===== src/pwmch_pkg.sv =====
// Purpose: Shared constants and types for the single PWM channel block.
// Assumes: AXI4-Lite register access with 32-bit data, one word per register.
// Notes:   The PWM input clock is sampled as an ordinary pin on aclk.
package pwmch_pkg;

   // Register map, byte addresses
   localparam int          ADDR_W          = 12;
   localparam logic [11:0] OFS_PERIOD      = 12'h000;
   localparam logic [11:0] OFS_HIGH_TIME   = 12'h004;
   localparam logic [11:0] OFS_RUN         = 12'h008;
   localparam logic [11:0] OFS_POLARITY    = 12'h00C;

   // Field layout
   localparam int          VALUE_W         = 16;
   localparam int          VALUE_LSB       = 0;
   localparam int          RUN_BIT         = 0;
   localparam int          POLARITY_BIT    = 0;

   // Reset values
   localparam logic [15:0] PERIOD_RESET    = 16'h0000;
   localparam logic [15:0] HIGH_TIME_RESET = 16'h0000;
   localparam logic        RUN_RESET       = 1'b0;
   localparam logic        POLARITY_RESET  = 1'b0;

   // Bus answers, full write strobe and count constants
   localparam logic [1:0]  RESP_OKAY       = 2'h0;
   localparam logic [1:0]  RESP_SLVERR     = 2'h2;
   localparam logic [3:0]  STRB_FULL       = 4'hF;
   localparam logic [15:0] COUNT_ONE       = 16'h0001;
   localparam logic [15:0] COUNT_ZERO      = 16'h0000;

   // Software-visible buffered settings
   typedef struct packed {
      logic [15:0] period_value;
      logic [15:0] high_time_value;
      logic        channel_run;
      logic        polarity_flip;
   } pwmch_regs_type;

   // Complete state of the block
   typedef struct packed {
      pwmch_regs_type regs;
      logic        aw_got;
      logic [11:0] awaddr;
      logic        w_got;
      logic [31:0] wdata;
      logic [3:0]  wstrb;
      logic        bvalid;
      logic [1:0]  bresp;
      logic        rvalid;
      logic [31:0] rdata;
      logic [1:0]  rresp;
      logic        clk_s1;
      logic        clk_s2;
      logic        clk_s3;
      logic        running;
      logic [15:0] cnt_period;
      logic [15:0] cnt_high;
      logic        cur_pol;
      logic        pwm_out;
   } pwmch_state_type;

endpackage : pwmch_pkg


===== src/pwmch_channel.sv =====
// Purpose: One PWM channel with buffered period, high time, run and polarity.
// Assumes: pwm_clk_in is asynchronous to aclk and well below aclk / 2.
// Notes:   Each rising edge of pwm_clk_in is one PWM count.
// Function
// Sixteen-bit period sets cycle length in counts.
// Period and high time writable halted or running.
// Cycle start loads down-counters from buffered values.
// Running writes take effect next cycle.
// Reads return last written value, not counters.
// Period in bits 15:0, upper reserved zero.
// High time counts asserted output cycles.
// Software keeps high time between one and period.
// Period and high time reset to zero.
// Run bit loads counters, starts next edge.
// Polarity selects level of each phase.
// Clearing run finishes current cycle then halts.
// After reset channel halted, output low.
// Run bit 0, bits 31:1 read zero.
// Asserted phase first, then deasserted remainder.
// Halted output follows polarity bit.
// PWM clock edge synchronised before use.
//
// The AXI4-Lite register port was left to the implementer.
`timescale 1ns/1ps
module pwmch_channel (
   // Clock and reset
   input  wire logic        aclk,
   input  wire logic        aresetn,
   // AXI4-Lite write address and data
   input  wire logic [11:0] s_awaddr,
   input  wire logic        s_awvalid,
   output logic             s_awready,
   input  wire logic [31:0] s_wdata,
   input  wire logic [3:0]  s_wstrb,
   input  wire logic        s_wvalid,
   output logic             s_wready,
   // AXI4-Lite write response
   output logic [1:0]       s_bresp,
   output logic             s_bvalid,
   input  wire logic        s_bready,
   // AXI4-Lite read
   input  wire logic [11:0] s_araddr,
   input  wire logic        s_arvalid,
   output logic             s_arready,
   output logic [31:0]      s_rdata,
   output logic [1:0]       s_rresp,
   output logic             s_rvalid,
   input  wire logic        s_rready,
   // PWM pins
   input  wire logic        pwm_clk_in,
   output logic             pwm_out
);

   pwmch_pkg::pwmch_state_type st;
   pwmch_pkg::pwmch_state_type next_st;
   logic                       tick;
   logic                       wr_fire;

   // edge from synchronised clock
   assign tick      = st.clk_s2 & ~st.clk_s3;
   assign wr_fire   = st.aw_got & st.w_got & ~st.bvalid;

   assign s_awready = ~st.aw_got & ~st.bvalid;
   assign s_wready  = ~st.w_got & ~st.bvalid;
   assign s_bvalid  = st.bvalid;
   assign s_bresp   = st.bresp;
   assign s_arready = ~st.rvalid;
   assign s_rvalid  = st.rvalid;
   assign s_rdata   = st.rdata;
   assign s_rresp   = st.rresp;
   assign pwm_out   = st.pwm_out;

   always_comb begin
      logic [15:0] load_p;
      logic [15:0] load_h;
      logic [15:0] cur_p;
      logic [15:0] cur_h;
      logic        active;
      load_p  = st.regs.period_value;
      load_h  = st.regs.high_time_value;
      cur_p   = st.cnt_period;
      cur_h   = st.cnt_high;
      active  = st.running;
      next_st = st;

      // two-flop pin synchroniser
      next_st.clk_s1 = pwm_clk_in;
      next_st.clk_s2 = st.clk_s1;
      next_st.clk_s3 = st.clk_s2;

      // Address and data are taken independently, in either order
      if (s_awvalid && s_awready) begin
         next_st.aw_got = 1'b1;
         next_st.awaddr = s_awaddr;
      end
      if (s_wvalid && s_wready) begin
         next_st.w_got = 1'b1;
         next_st.wdata = s_wdata;
         next_st.wstrb = s_wstrb;
      end

      // writes accepted in any channel state
      if (wr_fire) begin
         next_st.aw_got = 1'b0;
         next_st.w_got  = 1'b0;
         next_st.bvalid = 1'b1;
         next_st.bresp  = pwmch_pkg::RESP_OKAY;
         // Partial-word writes are refused so a half-updated count never loads
         if (st.wstrb != pwmch_pkg::STRB_FULL) begin
            next_st.bresp = pwmch_pkg::RESP_SLVERR;
         end else begin
            case (st.awaddr)
               // only the low sixteen bits are stored
               pwmch_pkg::OFS_PERIOD: begin
                  next_st.regs.period_value =
                     st.wdata[pwmch_pkg::VALUE_LSB +: pwmch_pkg::VALUE_W];
               end
               pwmch_pkg::OFS_HIGH_TIME: begin
                  next_st.regs.high_time_value =
                     st.wdata[pwmch_pkg::VALUE_LSB +: pwmch_pkg::VALUE_W];
               end
               // run control in bit 0
               pwmch_pkg::OFS_RUN: begin
                  next_st.regs.channel_run = st.wdata[pwmch_pkg::RUN_BIT];
               end
               pwmch_pkg::OFS_POLARITY: begin
                  next_st.regs.polarity_flip = st.wdata[pwmch_pkg::POLARITY_BIT];
               end
               default: begin
                  next_st.bresp = pwmch_pkg::RESP_SLVERR;
               end
            endcase
         end
      end else if (st.bvalid && s_bready) begin
         next_st.bvalid = 1'b0;
      end

      // R5 reads return buffered values, never the counters
      if (s_arvalid && s_arready) begin
         next_st.rvalid = 1'b1;
         next_st.rresp  = pwmch_pkg::RESP_OKAY;
         next_st.rdata  = 32'h0000_0000;
         case (s_araddr)
            pwmch_pkg::OFS_PERIOD: begin
               next_st.rdata[15:0] = st.regs.period_value;
            end
            pwmch_pkg::OFS_HIGH_TIME: begin
               next_st.rdata[15:0] = st.regs.high_time_value;
            end
            // upper bits read as zero
            pwmch_pkg::OFS_RUN: begin
               next_st.rdata[pwmch_pkg::RUN_BIT] = st.regs.channel_run;
            end
            pwmch_pkg::OFS_POLARITY: begin
               next_st.rdata[pwmch_pkg::POLARITY_BIT] = st.regs.polarity_flip;
            end
            default: begin
               next_st.rresp = pwmch_pkg::RESP_SLVERR;
            end
         endcase
      end else if (st.rvalid && s_rready) begin
         next_st.rvalid = 1'b0;
      end

      // Channel advances only on a PWM clock edge
      if (tick) begin
         // buffered values load only at a boundary
         if (st.cnt_period == pwmch_pkg::COUNT_ZERO) begin
            // start or halt only at a boundary
            active = st.regs.channel_run;
            // A zero period would wrap the period count to 16'hFFFF, so it runs as one count
            cur_p  = (load_p == pwmch_pkg::COUNT_ZERO) ? pwmch_pkg::COUNT_ONE : load_p;
            cur_h  = load_h;
            next_st.cur_pol = st.regs.polarity_flip;
         end
         next_st.running = active;
         if (active) begin
            // asserted while high count remains
            next_st.pwm_out    = (cur_h != pwmch_pkg::COUNT_ZERO) ^ next_st.cur_pol;
            // one count per PWM clock edge
            next_st.cnt_period = cur_p - pwmch_pkg::COUNT_ONE;
            next_st.cnt_high   = (cur_h != pwmch_pkg::COUNT_ZERO) ?
                                 cur_h - pwmch_pkg::COUNT_ONE : pwmch_pkg::COUNT_ZERO;
         end else begin
            // halted level follows polarity
            next_st.pwm_out    = st.regs.polarity_flip;
            next_st.cnt_period = pwmch_pkg::COUNT_ZERO;
            next_st.cnt_high   = pwmch_pkg::COUNT_ZERO;
         end
      end
   end

   // everything clears, output low and halted
   always_ff @(posedge aclk) begin
      if (!aresetn) begin
         st <= '0;
      end else begin
         st <= next_st;
      end
   end
endmodule : pwmch_channel


===== config.mk =====
export PLATFORM = sky130hd
export DESIGN_NAME = pwmch_channel
export DESIGN_NICKNAME = d
export VERILOG_FILES = /design/src/pwmch_pkg.sv /design/src/pwmch_channel.sv
export SDC_FILE = /design/constraint.sdc
export NUM_CORES = 1
export LEC_CHECK = 0
export BUFFER_PORTS_ARGS = -buffer_cell sky130_fd_sc_hd__buf_2
export CORE_MARGIN = 4
export CORE_UTILIZATION = 45
export CTS_CLUSTER_DIAMETER = 40
export DETAILED_ROUTE_END_ITERATION = 10
export PLACE_DENSITY = 0.71
export SETUP_SLACK_MARGIN = 0.15
export SLEW_MARGIN = 40
export SYNTH_ARGS = -nofsm -noshare
export SYNTH_HDL_FRONTEND = slang
export SYNTH_SLANG_ARGS = --single-unit

===== constraint.sdc =====
create_clock -name aclk -period 4.7 [get_ports aclk]
set_input_delay 0.47 -clock aclk [delete_from_list [all_inputs] [get_ports aclk]]
set_output_delay 0.47 -clock aclk [all_outputs]
set_load 0.01 [all_outputs]

Word level (Yosys, flattened, before mapping)
Index checks and enable logic that the tools add are counted. W data, S select, Z words.

Add/sub/neg operators: 2. Multiply operators: 0. Divide/modulo/power cells: 0. Magnitude comparators: 0. Eq/ne operators: 7. Shift operators: 0. Muxes and demuxes: 21. Bitwise operators: 13. Reduce and logical (&&, ||, !) cells: 19.

Operators by type and width (count): $mux W16 (6); $eq A12 B4 Y1 const B (4); $logic_not A16 Y1 (2); $mux W32 (1); $sub A16 B1 Y16 const B (2); $pmux W15 S2 (1); $eq A12 B3 Y1 const B (2); $logic_not A12 Y1 (2); $reduce_bool A16 Y1 (1); $reduce_and A3 Y1 (4); $mux W1 (9); $reduce_or A4 Y1 (2); $not A1 Y1 (7); $mux W2 (3); $and A1 B1 Y1 (5); $logic_and A1 B1 Y1 (5); $ne A4 B4 Y1 const B (1); $pmux W1 S4 (1); $reduce_bool A2 Y1 (2); $reduce_or A2 Y1 (1); $xor A1 B1 Y1 (1).

Register bits: 128. Bits in latches: 0. RAM bits: 0. Memory bits (read-only): 0. Input port bits: 68. Output and inout bits: 42. Memories kept: 0.

Depth between registers and ports, before layout
Gate-level depths: netlist (run 1).

Word-level depth: 6. Gate-level depth with buffers: 13. Gate-level depth less buffers: 11.

Least setup slack after synthesis (run 1)
Ideal clock, no wire load.

Path type: register to register. From: register st[24] (netlist bit). To: register st[15] (netlist bit). Library setup time: 0.117 ns. Arrival: 3.513 ns. Path slack: 1.069 ns. Cell stages (with the launch flop): 13. Buffers on the path: 2. Clock period less this slack: 3.631 ns. Cells stage by stage: dfxtp_1 > or3_4 > nor4b_1 > buf_2 > nand2_2 > clkbuf_1 > mux2i_1 > ha_1 > nand4b_1 > nor4_1 > a21boi_1 > and2_1 > a32o_1.

Longest elaborated chain between the ends: 6.

RTL lines: start: declaration (line pwmch_channel.sv:54) `pwmch_pkg::pwmch_state_type st;`; start signal: assignment (line pwmch_channel.sv:198) `st <= next_st;`; $logic_not A16 Y1 (*) (line pwmch_channel.sv:168) `if (st.cnt_period == pwmch_pkg::COUNT_ZERO) begin`; $mux W16 (line pwmch_channel.sv:168); $mux W16 (line pwmch_channel.sv:166) `if (tick) begin`; $sub A16 B1 Y16 / $reduce_bool A16 Y1 (equally long branches) (line pwmch_channel.sv:183, pwmch_channel.sv:182); $mux W16 (line pwmch_channel.sv:182) `next_st.cnt_high = (cur_h != pwmch_pkg::COUNT_ZERO) ?`; $mux W32 (*) (line pwmch_channel.sv:177) `if (active) begin`.

Mark *: on every way between the ends. The rest lies on a longest branch, timed or not. The select of a mux whose other input is x is not followed. A chain may end at the register's enable or synchronous reset.

Final worst setup path (run 1)
From: register st[18] (netlist bit). To: register st[16] (netlist bit).

The elaborated chain is that of the path after synthesis.

==> metrics.cfg, run 1 <==
[yosys]
yosysWarnings = 0
synthTopCellsByCount = 179 x nand2_1, 126 x dfxtp_1, 75 x a21boi_0, 44 x nor2_1, 40 x o21ai_0
synth.area.top_cells = dfxtp_1 37%, nand2_1 10%, a21boi_0 8.4%
async_flop_share_pct = 0
synth_top_area_cell = dfxtp_1
ys_seq_elements = 126
synth_cells = 842
dominantRegCellSynth = dfxtp_1
synth_most_common_cell = nand2_1
yosysUniqueCellTypes = 64
yosysSeqAreaShare_pct = 37.5
avgSynthCellArea_um2 = 8.00
yosys.area.top_type_share_pct = 37.5
mappedNetlistArea_um2 = 6740
synth-edff-count = 0

[final_layout]
final_area_um2 = 7530
drive_gt1_share_pct = 14.8
area_delta_synth_final_pct = 11.8
final_cells = 1072
antennaDiodeCount = 0
fin_nets = 949
num-fill-cells = 1406

[routing]
first_pass_iters = 6
routed_wl_mm = 16.7
vias_per_cell = 5.59
wl_per_cell_um = 15.6
drtIter0Drc = 565
postRouteAntennaNets = 0
vias = 5996
drcViolationCount = 0

[timing]
slew_headroom_pct = 47.9
worstMarginPinSlew_ns = 0.775
rsz0062_at_grt = false
slew_viol_final = 0
post-route-period-util_pct = 82.2
setup_tns_ns = 0
finClkSkew_ns = 0.00987
finalWorstSetupSlack_ns = 0.834
final_hold_viol_count = 0
setup_viol = 0
max_freq_mhz = 259
finalCriticalPeriod_ns = 3.87

[global_route]
antenna_found_initial = 0
grt_max_degree = 84
overflow = 0
grt_pass1_vias = 5381
grt_pass1_wl_mm = 27.2
track_usage_pct = 20.1

[placed_design]
pre_cts_slack_ns = 0.875
place_inst = 1044
portBuffers = 75
routabilityCongestion = 0.901
place.detailed.hpwl_mm = 11.7
place_area_um2 = 7010

[setup_path]
path_delay_family = simple AND/OR/NAND/NOR gates
cp-start-kind = register
arrival_ns = 4.17
path_class = reg2reg
endpoint_kind = register
slowest_delay_ns = 0.55
worstPathBufferInverterCount = 0
path_cells = nor4_2 -> nor4b_1 -> nand2_2 -> mux2i_1 -> ha_1 -> nor3b_1 -> nand3_1 -> or4_1 -> nor2_1 -> o21ai_0 -> a32o_1
cp_max_fo = 9
slowest_stage = nor4b_1
cp_data_required_time_ns = 5.01

[run]
maxCapViolCount = 0

[clock_network]
worstSkewPairLatency_ns = 0.42
clk_pin_slew_ns = 0.05
cts_buffers = 17
cts_setup_buffers = 0
numClockSinks = 126
cts_buffer_depth = 2
cts_max_level = 4
cts.repair.resized = 0
root_buffer = clkbuf_16
cts_tree = built
hold_buffers = 0

[floorplan]
coreArea_um2 = 14600
pin_count = 110
die_h_um = 130
die_area_um2 = 17000
die_width_um = 130
start_util_pct = 46.2
rows = 44

[outcome]
status = finished, final reports clean

[power_and_ir_drop]
peakVddDrop_mv = 0.226
report.power.total_w = 0.00238
p_leak_nw = 2.97
p_per_area_nw_per_um2 = 316

[hold_path]
min_path_type = in2reg

-- stage by stage --
stage,utilization (%),hold slack (ns)
after floorplan,-,0.412
after global placement,48.1,0.414
after detailed placement,48.1,0.423
after CTS,51.6,0.250
after global routing,51.6,0.270
final,51.6,0.265
-- layer usage --
layer	track usage, %	wire (µm)
met4	7.08	345
met1	28.1	7720
met5	0	0
met2	30.5	7260
met3	4.50	1420
-- flip-flops by register name (all words and copies together) (netlist names) --
signal / flops
s_rvalid: 1
pwm_out: 1
s_rdata: 16
s_bvalid: 1
next_st: 2
s_bresp: 1
st: 103
s_rresp: 1
-- cell families (layout without fill, tap and decap cells) --
family	after synthesis	after routing	share of synthesized area (%)
buffers and inverters	96	125	7.62
DFF	126	126	37.5
adders and majority gates	2	2	0.371
muxes	30	30	4.72
and+or+nand+nor	362	362	26.5
xor gates and xnor gates	16	16	2.08
AOI/OAI and AO/OA	209	209	21.2
other	1	18	0.0557
-- area by class of cell --
class / count / area (µm²) / area share, %
clock buffers: 21 / 470 / 6.25
clock inverters: 7 / 42.5 / 0.565
inverters: 13 / 48.8 / 0.648
multi-input cells: 637 / 3770 / 50.1
flip-flops and latches: 126 / 2520 / 33.5
well taps: 184 / 230 / 3.06
repair buffers: 84 / 443 / 5.88
-- report_power, final --
| part | total, W | switching (W) | internal (W) |
|---|---|---|---|
| clock | 0.00115 | 0.000449 | 0.000697 |
| sequential | 0.00111 | 0.0000154 | 0.00109 |
| combinational | 0.000127 | 0.0000768 | 0.0000499 |
-- layout by cell type (no fill, tap or decap), drive strengths merged, types with 11 or more instances in the layout --
cell,netlist,final
a21boi,76,76
a21oi,25,25
and2,25,25
buf,44,84
clkbuf,39,21
conb,1,18
dfxtp,126,126
inv,13,13
mux2i,25,25
nand2,180,180
nand3,14,14
nor2,44,44
nor3,19,19
nor4,20,20
o211ai,12,12
o21ai,42,42
or4,11,11
-- path summary, 6_finish.rpt --
| check | start | to | slack, ns | cells past startpoint |
|---|---|---|---|---|
| setup / recovery | st[18]$_SDFFE_PN0P_ | st[16]$_SDFFE_PN0P_ | 0.83 | 11 |
| hold / removal | pwm_clk_in | next_st[36]$_SDFF_PN0_ | 0.27 | 2 |
| setup reg to reg | st[18]$_SDFFE_PN0P_ | st[16]$_SDFFE_PN0P_ | 0.83 | 11 |
| hold reg to reg | next_st[36]$_SDFF_PN0_ | next_st[35]$_SDFF_PN0_ | 0.43 | 1 |
No activity file was read; power rests on OpenSTA's default activity.
==> inputs of run 2 (changes only) <==
==> constraint.sdc (replaced) <==
create_clock -name aclk -period 3.67 [get_ports aclk]
set_input_delay 0.367 -clock aclk [delete_from_list [all_inputs] [get_ports aclk]]
set_output_delay 0.367 -clock aclk [all_outputs]
set_load 0.01 [all_outputs]
==> run 2 against run 1 <==
Effect of this change: clock-buffer cell count shrank 1; flip-flop and latch count unchanged; die area unchanged; worst setup slack worse by 0.43 ns; clock power rose by 57%; utilization increased by 1.6 points; critical path depth is the same; wire length up 7.4%; first-iteration DRC count down 12%; non-clock buffer count rose by 12; critical path type unchanged; largest power group unchanged.
==> metrics.cfg, run 2 (synthesized netlist as in run 1, its figures left out) <==
[outcome]
status = finished, final reports clean

[setup_path]
cp-start-kind = register
slowest_delay_ns = 0.47
path_cells = or3_4 -> nor4b_2 -> nand2_2 -> mux2i_1 -> ha_1 -> nor3b_2 -> nand3_1 -> or4_1 -> xor2_1 -> o21ai_0 -> a32o_1
cp_max_fo = 6
arrival_ns = 3.57
slowest_stage = or4_1
cp_data_required_time_ns = 3.97
endpoint_kind = register
path_class = reg2reg

[routing]
drcViolationCount = 0
first_pass_iters = 5
wl_per_cell_um = 16.5
vias_per_cell = 5.58
routed_wl_mm = 18.0
drtIter0Drc = 497
vias = 6074
postRouteAntennaNets = 0

[timing]
finalCriticalPeriod_ns = 3.26
final_hold_viol_count = 0
slew_viol_final = 0
worstMarginPinSlew_ns = 0.778
slew_headroom_pct = 48.2
whs_ns = 0.165
rsz0062_at_grt = true
finClkSkew_ns = 0.00916
setup_tns_ns = 0
setup_viol = 0
max_freq_mhz = 306
post-route-period-util_pct = 88.9

[clock_network]
cts_max_level = 4
cts_buffers = 17
cts_tree = built
root_buffer = clkbuf_16
clk_pin_slew_ns = 0.06
cts_setup_buffers = 0
worstSkewPairLatency_ns = 0.42
numClockSinks = 126
cts_buffer_depth = 2

[final_layout]
fin_util_pct = 53.2
largest_reg_flops = 103
fin_nets = 961
top_register = st
antennaDiodeCount = 0
final_cell_mix = 179 x nand2_1, 126 x dfxtp_1, 75 x a21boi_0, 75 x buf_2, 43 x nor2_1
drive_gt1_share_pct = 16.5
num-fill-cells = 1370
final_common_cell = nand2_1
area_delta_synth_final_pct = 15.3

[global_route]
track_usage_pct = 21.4
grtUsageMet3_pct = 5.53
antenna_found_initial = 0
overflow = 0
busiest_layer = met2
grt_pass1_vias = 5489
gr-usage-met1_pct = 29.4
grt_use_met2_pct = 32.6
grt_max_degree = 59
grt_pass1_wl_mm = 28.6

[hold_path]
min_path_type = in2reg

[floorplan]
die_width_um = 130
coreArea_um2 = 14600
rows = 44
pin_count = 110
start_util_pct = 46.2
die_h_um = 130
die_area_um2 = 17000

[power_and_ir_drop]
p_per_area_nw_per_um2 = 436
peakVddDrop_mv = 0.339
p_leak_nw = 3.09

[run]
maxCapViolCount = 0

[placed_design]
portBuffers = 75
place.detailed.hpwl_mm = 12.6
routabilityCongestion = 0.863

==> run 2: what timing repair did <==
action	CTS	global route
endpoints found under the hold margin	0	0
hold buffers	0	0
gates resized for setup	1	2
setup endpoints to repair	1	9
==> run 2: final cells by class <==
cell class                 count  area (µm²)  share of cell area (%)
clock inverter                12         185                    2.39
tap                          184         230                    2.97
clock buffer                  20         447                    5.75
sequential                   126        2520                    32.5
multi-input combinational    637        3800                    48.9
timing repair buffer          96         533                    6.87
inverter                      13        48.8                   0.629
==> run 2: where the power goes <==
group | total, W | switching, W | internal, W
Combinational | 0.000167 | 0.000102 | 0.0000658
Clock | 0.00180 | 0.000640 | 0.00116
Sequential | 0.00142 | 0.0000221 | 0.00140
==> run 2: final timing paths <==
path	slack, ns	start	end	depth (start not counted)
max	0.41	st[24]$_SDFFE_PN0P_	st[16]$_SDFFE_PN0P_	11
min	0.17	pwm_clk_in	next_st[36]$_SDFF_PN0_	2
max reg2reg	0.41	st[24]$_SDFFE_PN0P_	st[16]$_SDFFE_PN0P_	11
min reg2reg	0.42	next_st[36]$_SDFF_PN0_	next_st[35]$_SDFF_PN0_	1
==> run 2: layer usage <==
| metal | vias to the layer above | share of wire, % | wire [µm] |
|---|---|---|---|
| li1 | 3011 | - | - |
| met1 | 2812 | 45 | 8160 |
| met2 | 214 | 45 | 8150 |
| met3 | 37 | 6.6 | 1190 |
| met4 | 0 | 2.7 | 487 |
| met5 | - | 0 | 0 |
==> run 2: critical path: cells and delay by family, from the launching register on <==
kind	cells	cell delay, ns
compound gates	2	0.32
xor+xnor	1	0.18
fa+ha+maj	1	0.19
flops	1	0.35
mux	1	0.23
simple gates	6	1.86
==> run 2: per-stage QoR <==
stage / instance area [µm²] / total power [W] / cells / setup WS, ns
after floorplan: 6810 / 0.00157 / 859 / 0.214
after global placement: 7110 / 0.00161 / 1056 / 0.249
after detailed placement: 7110 / 0.00162 / 1056 / 0.193
after CTS: 7750 / 0.00341 / 1088 / 0.245
after global routing: 7760 / 0.00351 / 1088 / 0.148
final: 7760 / 0.00339 / 1088 / 0.406
